File: config.mk
export PLATFORM = sky130hd
export DESIGN_NAME = u9bg_top
export DESIGN_NICKNAME = d
export VERILOG_FILES = /design/src/u9bg_pkg.sv /design/src/u9bg_top.sv /design/src/u9bg_fifo.sv
export VERILOG_INCLUDE_DIRS = /design/src
export SDC_FILE = /design/constraint.sdc
export NUM_CORES = 1
export LEC_CHECK = 0
export ABC_CLOCK_PERIOD_IN_PS = 2650
export CAP_MARGIN = 15
export CORE_MARGIN = 3
export CORE_UTILIZATION = 60
export CTS_BUF_LIST = sky130_fd_sc_hd__clkbuf_4 sky130_fd_sc_hd__clkbuf_8
export CTS_CLUSTER_DIAMETER = 150
export DETAILED_ROUTE_END_ITERATION = 16
export DONT_BUFFER_PORTS = 1
export HOLD_SLACK_MARGIN = 0.08
export PLACE_DENSITY = 0.79
export SLEW_MARGIN = 0
export SYNTH_ARGS = -nofsm -noshare
export SYNTH_HDL_FRONTEND = slang
export SYNTH_SLANG_ARGS = --single-unit
File: constraint.sdc
create_clock -name CLK_SYS -period 2.65 [get_ports CLK_SYS]
set_clock_uncertainty 0.2 [all_clocks]
set_input_delay 0.1325 -clock CLK_SYS [delete_from_list [all_inputs] [get_ports CLK_SYS]]
set_output_delay 0.1325 -clock CLK_SYS [all_outputs]
set_load 0.03 [all_outputs]
File: src/u9bg_map.svh
// Address map, field positions, reset values and timing counts of the serial block
`ifndef U9BG_MAP_SVH
`define U9BG_MAP_SVH
// ----------------------------------------
// Register addresses
// ----------------------------------------
`define U9BG_ADDR_SCTL      8'h98
`define U9BG_ADDR_SERIAL_DATA_BUFFER      8'h99
`define U9BG_ADDR_FDIV      8'h9D
`define U9BG_ADDR_BTCTL     8'h9E
// ----------------------------------------
// Reset values
// ----------------------------------------
`define U9BG_RST_SCTL       8'h00
`define U9BG_RST_SERIAL_DATA_BUFFER       8'h00
`define U9BG_RST_FDIV       6'h00
`define U9BG_RST_BTDIV      3'h0
// ----------------------------------------
// Field positions
// ----------------------------------------
`define U9BG_SCTL_MODE_HI   7
`define U9BG_SCTL_MODE_LO   6
`define U9BG_SCTL_MPROC     5
`define U9BG_SCTL_RXEN      4
`define U9BG_SCTL_TX9       3
`define U9BG_SCTL_RX9       2
`define U9BG_SCTL_TXDONE    1
`define U9BG_SCTL_RXDONE    0
`define U9BG_BTCTL_EN       7
`define U9BG_FDIV_OFFSET    8'h40
// ----------------------------------------
// Timing counts
// ----------------------------------------
`define U9BG_M0_LAST        4'hB
`define U9BG_M0_HALF        4'h6
`define U9BG_OVS_LAST       4'hF
`define U9BG_OVS_MID        4'h7
`define U9BG_T2_FULL        16'hFFFF
`define U9BG_STOP_POS9      4'hA
`define U9BG_STOP_POS8      4'h9
`define U9BG_M0_LASTBIT     4'h7
`endif

File: src/u9bg_pkg.sv
// Types shared by the serial block
package u9bg_pkg;
   typedef enum logic [1:0] {
      TX_IDLE  = 2'b00,
      TX_WAIT  = 2'b01,
      TX_SHIFT = 2'b11
   } u9bg_tx_state_t;
   typedef enum logic [1:0] {
      RX_IDLE  = 2'b00,
      RX_START = 2'b01,
      RX_DATA  = 2'b11,
      RX_STOP  = 2'b10
   } u9bg_rx_state_t;
endpackage

File: src/u9bg_top.sv
// Serial port with nine-bit modes and baud-rate generation
// Summary of operation
// - Nine-bit frame: start low, eight data LSB first, ninth bit, stop high.
// - Fixed nine-bit mode runs at clock/32, or clock/16 when doubled.
// - Transmit load puts buffer data LSB first, ninth bit in ninth slot.
// - Shifting out starts only at the next baud tick after trigger.
// - Transmit-done flag sets when the stop bit is driven.
// - On receive, data to buffer, ninth bit stored, receive-done set.
// - Frame kept only if receive-done clear and stop bit high.
// - Both mode bits set: nine-bit mode rated by Timer 1 or Timer 2.
// - Upper mode bit set, lower clear: fixed-rate nine-bit mode.
// - A write to the data buffer starts a transmission unless the eight-entry queue is full.
// - Shift mode receives when flag clear and enabled; others on start bit.
// - Shift-register mode bit rate is clock divided by twelve.
// - Timer 1 rate: overflow rate times two-to-doubling over 32.
// - Timer 2 rate: sixteen overflows per bit, 16-bit reload value.
// - Transmit and receive clock selects route Timer 2 independently.
// - Timer 2 as rate generator counts every two clock cycles.
// - Dedicated enable bit overrides doubling and Timer 2 selects.
// - Divider exponent in bits 2..0; bits 6..3 ignored on write.
// - Dedicated rate is 2*clock over 2^(div-1) times (fraction+64).
// - Fractional divider holds six bits; bits 7 and 6 ignored.
// - Outside shift mode, receiver starts on a falling edge and rejects a start bit sampled high at mid-bit.
`timescale 1ns/1ps
`default_nettype none
`include "u9bg_map.svh"
module u9bg_top (
   // Clock and reset
   input  wire logic        CLK_SYS,
   input  wire logic        RESET,
   // Register port
   input  wire logic [7:0]  SFR_ADDR,
   input  wire logic        SFR_WR,
   input  wire logic [7:0]  SFR_WDATA,
   input  wire logic        SFR_RD,
   output logic [7:0]       SFR_RDATA,
   output logic             TX_FIFO_READY,
   // Rate sources and selects
   input  wire logic        RATE_DOUBLE,
   input  wire logic        TX_CLK_SEL,
   input  wire logic        RX_CLK_SEL,
   input  wire logic        T1_OVF,
   input  wire logic [15:0] T2_RELOAD,
   // Serial pins
   output logic             TXD,
   input  wire logic        RXD_I,
   output logic             RXD_O,
   output logic             RXD_OE
);
   // ----------------------------------------
   // Register file
   // ----------------------------------------
   logic [7:0] sctl_q, sctl_d;
   logic [7:0] rbuf_q, rbuf_d;
   logic [5:0] fdiv_q, fdiv_d;
   logic       bten_q, bten_d;
   logic [2:0] btdiv_q, btdiv_d;
   logic [7:0] rdata_q, rdata_d;
   logic       wr_sctl, wr_serial_data_buffer;
   logic       tx_set, rx_ok, rx_final, rx_m0_done;
   logic [7:0] rx_data;
   logic       rx_nin;
   logic [1:0] mode;
   logic       m0, nine;

   assign mode    = {sctl_q[`U9BG_SCTL_MODE_HI], sctl_q[`U9BG_SCTL_MODE_LO]};
   assign m0      = (mode == 2'b00);
   assign nine    = mode[1];
   assign wr_sctl = SFR_WR && (SFR_ADDR == `U9BG_ADDR_SCTL);
   assign wr_serial_data_buffer = SFR_WR && (SFR_ADDR == `U9BG_ADDR_SERIAL_DATA_BUFFER);

   always_comb begin
      sctl_d  = sctl_q;
      rbuf_d  = rbuf_q;
      fdiv_d  = fdiv_q;
      bten_d  = bten_q;
      btdiv_d = btdiv_q;
      rdata_d = rdata_q;
      if (wr_sctl) begin
         sctl_d = SFR_WDATA;
      end
      if (SFR_WR && (SFR_ADDR == `U9BG_ADDR_FDIV)) begin
         fdiv_d = SFR_WDATA[5:0];
      end
      if (SFR_WR && (SFR_ADDR == `U9BG_ADDR_BTCTL)) begin
         bten_d  = SFR_WDATA[`U9BG_BTCTL_EN];
         btdiv_d = SFR_WDATA[2:0];
      end
      if (tx_set) begin
         sctl_d[`U9BG_SCTL_TXDONE] = 1'b1;
      end
      if ((rx_final && rx_ok) || rx_m0_done) begin
         rbuf_d                   = rx_data;
         sctl_d[`U9BG_SCTL_RX9]    = rx_nin;
         sctl_d[`U9BG_SCTL_RXDONE] = 1'b1;
      end
      if (SFR_RD) begin
         case (SFR_ADDR)
            `U9BG_ADDR_SCTL:  rdata_d = sctl_q;
            `U9BG_ADDR_SERIAL_DATA_BUFFER:  rdata_d = rbuf_q;
            `U9BG_ADDR_FDIV:  rdata_d = {2'b00, fdiv_q};
            `U9BG_ADDR_BTCTL: rdata_d = {bten_q, 4'h0, btdiv_q};
            default:          rdata_d = 8'h00;
         endcase
      end
   end

   always_ff @(posedge CLK_SYS) begin
      if (RESET) begin
         sctl_q  <= `U9BG_RST_SCTL;
         rbuf_q  <= `U9BG_RST_SERIAL_DATA_BUFFER;
         fdiv_q  <= `U9BG_RST_FDIV;
         bten_q  <= 1'b0;
         btdiv_q <= `U9BG_RST_BTDIV;
         rdata_q <= 8'h00;
      end else begin
         sctl_q  <= sctl_d;
         rbuf_q  <= rbuf_d;
         fdiv_q  <= fdiv_d;
         bten_q  <= bten_d;
         btdiv_q <= btdiv_d;
         rdata_q <= rdata_d;
      end
   end
   assign SFR_RDATA = rdata_q;

   // ----------------------------------------
   // Baud-rate generation
   // ----------------------------------------
   logic [3:0]  m0c_q, m0c_d;
   logic        fixh_q, fixh_d;
   logic        t1h_q, t1h_d;
   logic        t2p_q, t2p_d;
   logic [15:0] t2c_q, t2c_d;
   logic [6:0]  pre_q, pre_d;
   logic [7:0]  acc_q, acc_d;
   logic [7:0]  acc_sum;
   logic [6:0]  pre_mask;
   logic        m0_tick, fix_tick, t1_tick, t2_ovf, t2_inc, ded_tick, pre_hit;
   logic        tx_tick16, rx_tick16;

   always_comb begin
      m0c_d   = (m0c_q == `U9BG_M0_LAST) ? 4'h0 : m0c_q + 4'h1;
      m0_tick = (m0c_q == `U9BG_M0_LAST);
      fixh_d  = ~fixh_q;
      // 16x tick every clock or every other
      fix_tick = RATE_DOUBLE || fixh_q;
      t1h_d   = T1_OVF ? ~t1h_q : t1h_q;
      t1_tick = T1_OVF && (RATE_DOUBLE || t1h_q);
      t2p_d   = (TX_CLK_SEL || RX_CLK_SEL) ? ~t2p_q : 1'b0;
      t2_inc  = (TX_CLK_SEL || RX_CLK_SEL) && t2p_q;
      // reload from 16-bit value on overflow
      t2_ovf  = t2_inc && (t2c_q == `U9BG_T2_FULL);
      t2c_d   = (t2_ovf || !(TX_CLK_SEL || RX_CLK_SEL)) ? T2_RELOAD
              : (t2_inc ? t2c_q + 16'h0001 : t2c_q);
      // binary prescale then fractional step of 64
      pre_d    = pre_q + 7'h01;
      pre_mask = 7'((8'h01 << btdiv_q) - 8'h01);
      pre_hit  = ((pre_q & pre_mask) == pre_mask);
      acc_sum  = acc_q + `U9BG_FDIV_OFFSET;
      ded_tick = pre_hit && (acc_sum >= ({2'b00, fdiv_q} + `U9BG_FDIV_OFFSET));
      acc_d    = acc_q;
      if (pre_hit) begin
         acc_d = ded_tick ? acc_sum - ({2'b00, fdiv_q} + `U9BG_FDIV_OFFSET) : acc_sum;
      end
      if (bten_q) begin
         tx_tick16 = ded_tick;
         rx_tick16 = ded_tick;
      end else if (mode == 2'b10) begin
         tx_tick16 = fix_tick;
         rx_tick16 = fix_tick;
      end else begin
         tx_tick16 = TX_CLK_SEL ? t2_ovf : t1_tick;
         rx_tick16 = RX_CLK_SEL ? t2_ovf : t1_tick;
      end
   end

   always_ff @(posedge CLK_SYS) begin
      if (RESET) begin
         m0c_q  <= 4'h0;
         fixh_q <= 1'b0;
         t1h_q  <= 1'b0;
         t2p_q  <= 1'b0;
         t2c_q  <= 16'h0000;
         pre_q  <= 7'h00;
         acc_q  <= 8'h00;
      end else begin
         m0c_q  <= m0c_d;
         fixh_q <= fixh_d;
         t1h_q  <= t1h_d;
         t2p_q  <= t2p_d;
         t2c_q  <= t2c_d;
         pre_q  <= pre_d;
         acc_q  <= acc_d;
      end
   end

   // ----------------------------------------
   // Transmitter
   // ----------------------------------------
   u9bg_pkg::u9bg_tx_state_t tx_st_q, tx_st_d;
   u9bg_pkg::u9bg_rx_state_t rx_st_q, rx_st_d;
   logic [3:0]  txdiv_q, txdiv_d;
   logic [3:0]  txc_q, txc_d;
   logic [10:0] txsh_q, txsh_d;
   logic        txd_q, txd_d, rxo_q, rxo_d, rxoe_q, rxoe_d;
   logic        bit_tick, tx_pop, f_valid;
   logic [7:0]  f_data;
   logic [3:0]  last_pos;

   // buffer writes are queued for sending; a write while the queue is full is dropped
   u9bg_fifo #(.W(8), .D(8)) u_txq (
      .clk       (CLK_SYS),
      .rst       (RESET),
      .in_valid  (wr_serial_data_buffer),
      .in_ready  (TX_FIFO_READY),
      .in_data   (SFR_WDATA),
      .out_valid (f_valid),
      .out_ready (tx_pop),
      .out_data  (f_data)
   );

   always_comb begin
      txdiv_d  = tx_tick16 ? txdiv_q + 4'h1 : txdiv_q;
      bit_tick = m0 ? m0_tick : (tx_tick16 && (txdiv_q == `U9BG_OVS_LAST));
      last_pos = m0 ? `U9BG_M0_LASTBIT : (nine ? `U9BG_STOP_POS9 : `U9BG_STOP_POS8);
      tx_st_d  = tx_st_q;
      txc_d    = txc_q;
      txsh_d   = txsh_q;
      tx_pop   = 1'b0;
      tx_set   = 1'b0;
      case (tx_st_q)
         u9bg_pkg::TX_IDLE: begin
            if (f_valid) begin
               tx_pop  = 1'b1;
               tx_st_d = u9bg_pkg::TX_WAIT;
               if (m0) begin
                  txsh_d = {3'b111, f_data};
               end else begin
                  txsh_d = {1'b1, nine ? sctl_q[`U9BG_SCTL_TX9] : 1'b1, f_data, 1'b0};
               end
            end
         end
         u9bg_pkg::TX_WAIT: begin
            if (bit_tick) begin
               tx_st_d = u9bg_pkg::TX_SHIFT;
               txc_d   = 4'h0;
            end
         end
         u9bg_pkg::TX_SHIFT: begin
            if (bit_tick) begin
               if (txc_q == last_pos) begin
                  tx_st_d = u9bg_pkg::TX_IDLE;
                  tx_set  = m0;
               end else begin
                  txsh_d = {1'b1, txsh_q[10:1]};
                  txc_d  = txc_q + 4'h1;
                  // flag as stop bit goes out
                  tx_set = !m0 && ((txc_q + 4'h1) == last_pos);
               end
            end
         end
         default: tx_st_d = u9bg_pkg::TX_IDLE;
      endcase
      txd_d  = 1'b1;
      rxo_d  = 1'b1;
      rxoe_d = 1'b0;
      if (m0) begin
         txd_d = !((tx_st_q == u9bg_pkg::TX_SHIFT || rx_st_q == u9bg_pkg::RX_DATA)
                   && (m0c_q < `U9BG_M0_HALF));
         rxoe_d = (tx_st_q == u9bg_pkg::TX_SHIFT);
         rxo_d  = txsh_q[0];
      end else if (tx_st_q == u9bg_pkg::TX_SHIFT) begin
         txd_d = txsh_q[0];
      end
   end

   always_ff @(posedge CLK_SYS) begin
      if (RESET) begin
         tx_st_q <= u9bg_pkg::TX_IDLE;
         txdiv_q <= 4'h0;
         txc_q   <= 4'h0;
         txsh_q  <= 11'h7FF;
         txd_q   <= 1'b1;
         rxo_q   <= 1'b1;
         rxoe_q  <= 1'b0;
      end else begin
         tx_st_q <= tx_st_d;
         txdiv_q <= txdiv_d;
         txc_q   <= txc_d;
         txsh_q  <= txsh_d;
         txd_q   <= txd_d;
         rxo_q   <= rxo_d;
         rxoe_q  <= rxoe_d;
      end
   end
   assign TXD    = txd_q;
   assign RXD_O  = rxo_q;
   assign RXD_OE = rxoe_q;

   // ----------------------------------------
   // Receiver
   // ----------------------------------------
   logic [3:0] rxsub_q, rxsub_d;
   logic [3:0] rxc_q, rxc_d;
   logic [8:0] rxsh_q, rxsh_d;
   logic       rxd_prev_q;
   logic       samp;
   logic [3:0] rx_nbits;

   always_comb begin
      rx_st_d    = rx_st_q;
      rxsub_d    = rx_tick16 ? rxsub_q + 4'h1 : rxsub_q;
      rxc_d      = rxc_q;
      rxsh_d     = rxsh_q;
      rx_final   = 1'b0;
      rx_m0_done = 1'b0;
      samp       = m0 ? m0_tick : (rx_tick16 && (rxsub_q == `U9BG_OVS_MID));
      rx_nbits   = nine ? 4'h9 : 4'h8;
      rx_data    = nine ? rxsh_q[7:0] : rxsh_q[8:1];
      rx_nin     = nine ? rxsh_q[8] : RXD_I;
      // stop high, flag clear, address filter
      rx_ok      = !sctl_q[`U9BG_SCTL_RXDONE] && RXD_I &&
                   !(sctl_q[`U9BG_SCTL_MPROC] && nine && !rxsh_q[8]);
      case (rx_st_q)
         u9bg_pkg::RX_IDLE: begin
            if (sctl_q[`U9BG_SCTL_RXEN]) begin
               if (m0) begin
                  if (!sctl_q[`U9BG_SCTL_RXDONE] && tx_st_q == u9bg_pkg::TX_IDLE) begin
                     rx_st_d = u9bg_pkg::RX_DATA;
                     rxc_d   = 4'h0;
                  end
               end else if (rxd_prev_q && !RXD_I) begin
                  rx_st_d = u9bg_pkg::RX_START;
                  rxsub_d = 4'h0;
               end
            end
         end
         u9bg_pkg::RX_START: begin
            if (samp) begin
               rx_st_d = RXD_I ? u9bg_pkg::RX_IDLE : u9bg_pkg::RX_DATA;
               rxc_d   = 4'h0;
            end
         end
         u9bg_pkg::RX_DATA: begin
            if (samp) begin
               rxsh_d = {RXD_I, rxsh_q[8:1]};
               rxc_d  = rxc_q + 4'h1;
               if (m0 && rxc_q == `U9BG_M0_LASTBIT) begin
                  rx_st_d    = u9bg_pkg::RX_IDLE;
                  rx_m0_done = 1'b1;
               end else if (!m0 && (rxc_q + 4'h1) == rx_nbits) begin
                  rx_st_d = u9bg_pkg::RX_STOP;
               end
            end
         end
         u9bg_pkg::RX_STOP: begin
            if (samp) begin
               rx_final = 1'b1;
               rx_st_d  = u9bg_pkg::RX_IDLE;
            end
         end
         default: rx_st_d = u9bg_pkg::RX_IDLE;
      endcase
      if (rx_m0_done) begin
         rx_data = {RXD_I, rxsh_q[8:2]};
      end
   end

   always_ff @(posedge CLK_SYS) begin
      if (RESET) begin
         rx_st_q    <= u9bg_pkg::RX_IDLE;
         rxsub_q    <= 4'h0;
         rxc_q      <= 4'h0;
         rxsh_q     <= 9'h000;
         rxd_prev_q <= 1'b1;
      end else begin
         rx_st_q    <= rx_st_d;
         rxsub_q    <= rxsub_d;
         rxc_q      <= rxc_d;
         rxsh_q     <= rxsh_d;
         rxd_prev_q <= RXD_I;
      end
   end

   // ----------------------------------------
   // Assertions
   // ----------------------------------------
   a_tx_idle_high: assert property (@(posedge CLK_SYS) disable iff (RESET)
      (tx_st_q == u9bg_pkg::TX_IDLE && !m0) |=> TXD) else $error("line not idle high");
   a_tx_start_low: assert property (@(posedge CLK_SYS) disable iff (RESET)
      (tx_st_q == u9bg_pkg::TX_WAIT && bit_tick && !m0) |=> ##1 !TXD)
      else $error("start bit not low");
   a_tx_wait_tick: assert property (@(posedge CLK_SYS) disable iff (RESET)
      (tx_st_q == u9bg_pkg::TX_WAIT && !bit_tick) |=> tx_st_q == u9bg_pkg::TX_WAIT)
      else $error("shift began off tick");
   a_tx_done_set: assert property (@(posedge CLK_SYS) disable iff (RESET)
      tx_set |=> sctl_q[`U9BG_SCTL_TXDONE]) else $error("tx done flag lost");
   a_rx_accept: assert property (@(posedge CLK_SYS) disable iff (RESET)
      (rx_final && rx_ok) |=> (sctl_q[`U9BG_SCTL_RXDONE] && rbuf_q == $past(rx_data)))
      else $error("frame not latched");
   a_rx_reject: assert property (@(posedge CLK_SYS) disable iff (RESET)
      (rx_final && !rx_ok && !wr_sctl) |=>
      sctl_q[`U9BG_SCTL_RXDONE] == $past(sctl_q[`U9BG_SCTL_RXDONE]))
      else $error("bad frame changed flag");
   a_buf_write_sends: assert property (@(posedge CLK_SYS) disable iff (RESET)
      (wr_serial_data_buffer && TX_FIFO_READY) |=> (f_valid || tx_st_q != u9bg_pkg::TX_IDLE))
      else $error("write did not queue");
   a_m0_rate: assert property (@(posedge CLK_SYS) disable iff (RESET)
      m0_tick |=> !m0_tick [*8] ##1 !m0_tick [*3] ##1 m0_tick)
      else $error("shift rate not clock/12");
   a_t2_half_rate: assert property (@(posedge CLK_SYS) disable iff (RESET)
      t2_inc |=> !t2_inc) else $error("timer 2 counts too fast");
   a_ctl_readback: assert property (@(posedge CLK_SYS) disable iff (RESET)
      $past(SFR_RD && SFR_ADDR == `U9BG_ADDR_BTCTL) |-> SFR_RDATA[6:3] == 4'h0)
      else $error("unused control bits read set");
endmodule // u9bg_top
`default_nettype wire

File: src/u9bg_fifo.sv
// Small synchronous FIFO with valid/ready on both sides
`timescale 1ns/1ps
`default_nettype none
module u9bg_fifo #(
   parameter int W = 8,
   parameter int D = 8
) (
   // Clock and reset
   input  wire logic         clk,
   input  wire logic         rst,
   // Fill side
   input  wire logic         in_valid,
   output logic              in_ready,
   input  wire logic [W-1:0] in_data,
   // Drain side
   output logic              out_valid,
   input  wire logic         out_ready,
   output logic [W-1:0]      out_data
);
   localparam int AW = $clog2(D);
   logic [W-1:0] mem [D];
   logic [AW:0]  wr_q, wr_d;
   logic [AW:0]  rd_q, rd_d;
   logic         push;
   logic         pop;

   always_comb begin
      in_ready  = (wr_q[AW] == rd_q[AW]) || (wr_q[AW-1:0] != rd_q[AW-1:0]);
      out_valid = (wr_q != rd_q);
      push      = in_valid && in_ready;
      pop       = out_valid && out_ready;
      wr_d      = push ? wr_q + 1'b1 : wr_q;
      rd_d      = pop ? rd_q + 1'b1 : rd_q;
      out_data  = mem[rd_q[AW-1:0]];
   end

   always_ff @(posedge clk) begin
      if (rst) begin
         wr_q <= '0;
         rd_q <= '0;
      end else begin
         wr_q <= wr_d;
         rd_q <= rd_d;
      end
   end

   always_ff @(posedge clk) begin
      if (push) begin
         mem[wr_q[AW-1:0]] <= in_data;
      end
   end
endmodule // u9bg_fifo
`default_nettype wire

# [Word level (Yosys, flattened, before mapping)]
# Memory sizes are Yosys's and may differ from the RTL's. A register that Yosys moved wholly into a read port is not among the register bits.
# Index checks and enable logic that the tools add are counted.
[op_classes] reduce_logical=55 magnitude_cmp=2 n_mux=75 eq_ne=36 n_shift=1 add_sub_neg=13 n_bitwise=6
[op_table] op="$mux 4" n=14
[op_table] op="$mux 11" n=3
[op_table] op="$eq 8x8->1 const B" n=4
[op_table] op="$mux 16" n=2
[op_table] op="$pmux 8 s4" n=1
[op_table] op="$mux 2" n=15
[op_table] op="$add 4x1->4 const B" n=7
[op_table] op="$mux 1" n=28
[op_table] op="$mux 8" n=3
[op_table] op="$logic_and 1x1->1" n=23
[op_table] op="$ne 2x2->1 const B" n=11
[op_table] op="$pmux 11 s2" n=1
[op_table] op="$add 16x1->16 const B" n=1
[op_table] op="$eq 16x16->1 const B" n=1
[op_table] op="$eq 4x4->1" n=3
[op_table] op="$pmux 4 s3" n=1
[op_table] op="$reduce_and 4->1" n=3
[op_table] op="$mux 10" n=1
[op_table] op="$reduce_bool 2->1" n=5
[op_table] op="$mux 3" n=3
[op_table] op="$add 6x7->8 const B" n=1
[op_table] op="$add 8x7->8 const B" n=1
[op_table] op="$eq 2x2->1 const B" n=4
[op_table] op="$eq 4x3->1 const B" n=2
[op_table] op="27 further kinds" n=50
[word_totals] in_bits=41 wordCells=218 ramBits=64 reg_bits=124 memories=1 out_inout_bits=12
[memory_table] name="u_txq.mem" depth=8 word_bits=8 read_ports=1 rd_ports_with_merged_regs=1 wr=1 line_no="u9bg_fifo.sv:21" text="logic [W-1:0] mem [D];"

# [Longest topological paths before layout]
[logic_depth] ltp_word=13 ltp_mapped=12

# [Hierarchy]
# A second synthesis with hierarchy kept.
[hier_totals] hier_cells=945 area_unflattened_um2=9247.6
[by_module_without_submodules] mod="u9bg_top" instances=1 cells_each=768 area_each_um2=6079.6
[by_module_without_submodules] mod="u9bg_fifo" instances=1 cells_each=177 area_each_um2=3168.0

# [Least setup slack after synthesis]
# No wires, ideal clock.
[synth_timing] path_kind="reg2reg" startpoint="register fdiv_q[0]" endpoint="register rxc_q[2]" arrival_time_ps=2585 path_stages_with_launch=11 period_less_slack_ps=2905 path_buffers=0 setup_ps=120 setup_slack_ps=-255 path_cell_list="dfxtp_1 -> ha_1 -> inv_1 -> fa_1 -> a21o_1 -> a2111oi_2 -> o21ba_2 -> o31ai_4 -> a31oi_2 -> o21ai_1 -> a211o_1"
[synth_between] elab_chain_len=8
[synth_rtl] element="start: declaration" line_no="u9bg_top.sv:55" text="logic [5:0] fdiv_q, fdiv_d;"
[synth_rtl] element="start signal: assignment" line_no="u9bg_top.sv:112" text="fdiv_q <= `U9BG_RST_FDIV;"
[synth_rtl] element="start signal: assignment" line_no="u9bg_top.sv:119" text="fdiv_q <= fdiv_d;"
[synth_rtl] element="$add 6x7->8 (no line) (*)"
[synth_rtl] element="$ge 8x8->1 (*)" line_no="u9bg_top.sv:161" text="ded_tick = pre_hit && (acc_sum >= ({2'b00, fdiv_q} + `U9BG_FDIV_OFFSET));"
[synth_rtl] element="$logic_and 1x1->1 (*)" line_no="u9bg_top.sv:161"
[synth_rtl] element="$mux 1 (*)" line_no="u9bg_top.sv:166" text="if (bten_q) begin"
[synth_rtl] element="$logic_and 1x1->1 (*)" line_no="u9bg_top.sv:318" text="samp = m0 ? m0_tick : (rx_tick16 && (rxsub_q == `U9BG_OVS_MID));"
[synth_rtl] element="$mux 1 (*)" line_no="u9bg_top.sv:318"
[synth_rtl] element="$ne 2x2->1 (no line)"
[synth_rtl] element="$reduce_and 6->1 (no line) (*)"
[synth_rtl] element="end signal: assignment" line_no="u9bg_top.sv:380" text="rxc_q <= rxc_d;"
[synth_rtl] element="end: declaration" line_no="u9bg_top.sv:305" text="logic [3:0] rxc_q, rxc_d;"
# Mark *: on every way between the ends. The rest lies on a longest branch, timed or not.
# A chain may end at the register's enable or synchronous reset.

# [Worst setup path after layout]
[layout_timing] startpoint="register acc_q[0]" endpoint="register rxc_q[2]"
[layout_between] elab_chain_len=8
[layout_rtl] element="start: declaration" line_no="u9bg_top.sv:136" text="logic [7:0] acc_q, acc_d;"
[layout_rtl] element="start signal: assignment" line_no="u9bg_top.sv:186" text="acc_q <= 8'h00;"
[layout_rtl] element="start signal: assignment" line_no="u9bg_top.sv:194" text="acc_q <= acc_d;"
[layout_rtl] element="$add 8x7->8 (no line) (*)"
[layout_rtl] element="$ge 8x8->1 (*)" line_no="u9bg_top.sv:161"
[layout_rtl] element="$logic_and 1x1->1 (*)" line_no="u9bg_top.sv:161"
[layout_rtl] element="$mux 1 (*)" line_no="u9bg_top.sv:166"
[layout_rtl] element="$logic_and 1x1->1 (*)" line_no="u9bg_top.sv:318"
[layout_rtl] element="$mux 1 (*)" line_no="u9bg_top.sv:318"
[layout_rtl] element="$ne 2x2->1 (no line)"
[layout_rtl] element="$reduce_and 6->1 (no line) (*)"
# Marked as above.

==> results.yml <==
setup_path:
  crit_top_cell: "inv_2"
  crit_slowest_cell: "dfxtp_2"
  critical-path-max-stage-delay_ps: 340
  required_ps: 2840
  cp_num_cells: 12
  timing.reg2reg.worst_path_depth: 12
  path_cells: "inv_2, ha_4, inv_2, fa_2, a21o_1, a2111oi_4, buf_4, o21ba_4, o31ai_4, a31oi_4, o21ai_1, a211o_1"
  cp-end-kind: "flip-flop"
  rr_startpoint: "acc_q[0]"
  r2r-end: "rxc_q[2]"
  worst-endpoint-arrival_ps: 3020
  worst-path-buf-inv: 3
  path_class: "flip-flop to flip-flop"
  r2r_slack_ps: -180
  critical-path-top-delay-family: "compound AO/OA/AOI/OAI gates"
  cp-start-kind: "flip-flop"
  cp_max_fo: 4
logic_synthesis:
  syn_area_sq_um: 9010
  synth_seq_cells: 190
  synth.area.top_cells: "dfxtp_1 (28%), edfxtp_1 (21%), nor2_1 (4.3%)"
  ys_types: 86
  synth_top_cell_by_area: "dfxtp_1"
  yosys.area.top_type_share_pct: 28.0
  avgSynthCellArea_sq_um: 10.2
  synth_edf_count: 64
  synthArstFlopShare_pct: 0
  synth_nets: 939
  ys_seq_area_share_pct: 49.3
  ys.flop_type: "dfxtp_1"
  synth_commonest_cells: "dfxtp_1 (126), nor2_1 (103), nand2_1 (80)"
  yosys_warnings: 0
  synth_most_common_cell: "dfxtp_1"
  synthCells: 881
layout:
  stdcell_area_sq_um: 11200
  drive_gt1_share_pct: 19.8
  fill_cells: 876
  multi_input_area_sq_um: 4670
  synthToLayoutAreaGrowth_pct: 24.0
  fin_nets: 1055
  seq_area_sq_um: 4450
floorplanning:
  die_y_um: 129
  ios: 53
  core_sq_um: 14600
  fp-row-count: 44
  start_util_pct: 61.7
  die_w_um: 129
  die_area_sq_um: 16500
cts:
  clk_pin_slew_worst_paths_ps: 110
  cts-root-buf: "clkbuf_8"
  cts_buffer_depth: 2
  cts_max_level: 4
  cts_made_buffers: 17
  clk_latency_ps: 480
  cts_tree: "built"
  cts_sinks: 190
drt:
  drc: 0
  viasPerCell: 6.30
  wirelength_mm: 24.1
  drtIter0Drc: 774
  antenna_left: 0
  wl_per_cell_um: 20.2
  vias: 7529
  dr.pass1.iters: 5
timing:
  whs_ps: 135
  hold_viol: 0
  fmax_mhz: 354
  min_period_over_period_pct: 107
  slew_headroom_pct: 46.4
  final-max-slew-violation-count: 0
  finalCriticalPeriod_ps: 2830
  tightest_slew_ps: 801
  setup_violations: 44
  setup_slack_ps: -178
  rsz0062_at_grt: "yes"
grt:
  grt_use_total_pct: 29.1
  antenna_found_initial: 1
  grt_pass1_wl_mm: 37.8
  first_global_vias: 7534
  grt_overflow: 0
  grt_max_degree: 73
place:
  finalWeightedCongestion: 0.940
  io_buffer_count: 0
  dpl-instance-area_sq_um: 9440
  dp_hpwl_mm: 14.2
outcome:
  status: "finished, violations left"
  failed_checks: "negative setup slack"
power:
  pwr_density_cell_nw_per_um2: 569
  cellLeakagePower_uw: 0.00404
  peakVddDrop_mv: 0.464
min_path:
  min_from: "RESET"
  hold_depth: 2
  hold_end: "u_txq.rd_q[2]"
  hp-class: "primary input to flip-flop"
job:
  maxCapViolCount: 0
## worst max path at each step
| stage | start | end | slack [ps] |
|---|---|---|---|
| floorplan | u_txq.wr_q[2] | u_txq.mem[0][0] | -40 |
| global placement | acc_q[0] | txsh_q[2] | -150 |
| detailed placement | fdiv_q[0] | txsh_q[1] | -320 |
| CTS | acc_q[0] | rxc_q[2] | -140 |
| global route | acc_q[0] | rxsh_q[3] | -300 |
| finish | acc_q[0] | rxc_q[2] | -180 |
## where the power goes
| part | switching (uW) | total [uW] | internal [uW] |
|---|---|---|---|
| sequential | 92.9 | 3190 | 3100 |
| clock | 1200 | 1920 | 724 |
| combinational | 630 | 1240 | 605 |
## through the flow
step / worst slack, ps / utilization (%) / instances / setup TNS (ps) / total power (uW)
6_report: -178 / 76.6 / 1195 / -4440 / 6350
5_1_grt: -305 / 76.6 / 1195 / -9260 / 6580
4_1_cts: -135 / 75.3 / 1192 / -2240 / 6300
3_5_place_dp: -324 / 64.7 / 1067 / -5700 / 4200
3_3_place_gp: -149 / 64.7 / 1067 / -2340 / 4150
2_1_floorplan: -37.8 / - / 881 / -594 / 3990
## worst register-to-register path, stage by stage (launching register included)
cell and delay (ps):
dfxtp_2 340, inv_2 60, ha_4 130, inv_2 40, fa_2 330, a21o_1 210, a2111oi_4 320, buf_4 180
o21ba_4 160, o31ai_4 90, a31oi_4 270, o21ai_1 120, a211o_1 290
## placed cells by master (no fill, tap or decap), drive strengths merged, types with 8 or more instances in the layout
master | Yosys | final
a211oi | 28 | 28
ha | 16 | 16
a31oi | 8 | 8
dfxtp | 126 | 126
nand3 | 41 | 41
mux2i | 24 | 24
xor2 | 20 | 20
o21ai | 31 | 31
nor2b | 13 | 13
mux2 | 13 | 13
dlygate4sd3 | 0 | 81
nor3 | 23 | 23
nand4 | 10 | 10
buf | 13 | 60
inv | 20 | 28
edfxtp | 64 | 64
clkbuf | 33 | 17
nand2b | 11 | 11
nor2 | 103 | 103
a21oi | 56 | 56
mux4 | 16 | 16
xnor2 | 20 | 20
nand2 | 80 | 80
## routing by layer
metal	vias to the layer above	GRT usage (%)	part of all wire, %
met5	-	0	0
met4	0	11.1	2.5
met3	51	6.72	7.4
met2	345	48.9	50
met1	3672	36.7	40
li1	3461	-	-
## timing repair
action | CTS | global route
gates cloned | 2 | 0
setup buffers | 8 | 3
hold buffers | 83 | 0
pin swaps | 16 | 25
setup endpoints to repair | 47 | 55
hold endpoints to repair | 190 | 0
resized for setup | 36 | 35
## cell type report
cell class | count | area share, %
well taps | 184 | 2.06
clock buffers | 17 | 2.09
flip-flops and latches | 190 | 39.8
inverters | 21 | 0.706
multi-input cells | 626 | 41.8
diodes | 1 | 0.0224
repair buffers | 141 | 12.0
clock inverters | 15 | 1.52
## flip-flops by register name, summed over array words and instances (netlist names), 2 cells and up, named ones only
register	flops
pre_q	7
acc_q	8
u_txq.wr_q	4
t2c_q	16
btdiv_q	3
sctl_q	8
txdiv_q	4
rx_st_q	2
tx_st_q	2
m0c_q	4
u_txq.mem	64
rxc_q	4
txc_q	4
fdiv_q	6
rxsub_q	4
rbuf_q	8
txsh_q	10
u_txq.rd_q	4
SFR_RDATA	8
rxsh_q	9
## logic make-up (layout without fill, tap and decap cells)
kind of cell,after synthesis,after routing,share of synthesized area [%]
multiplexers,53,53,8.29
buffers and inverters,67,194,3.21
other,0,1,0
adder cells (fa/ha/maj),17,17,2.45
AO/OA/AOI/OAI,184,186,14.6
AND/OR/NAND/NOR,330,330,18.2
flip-flops,190,190,49.3
XOR/XNOR,40,40,3.89
No activity file was read; power rests on OpenSTA's default activity.
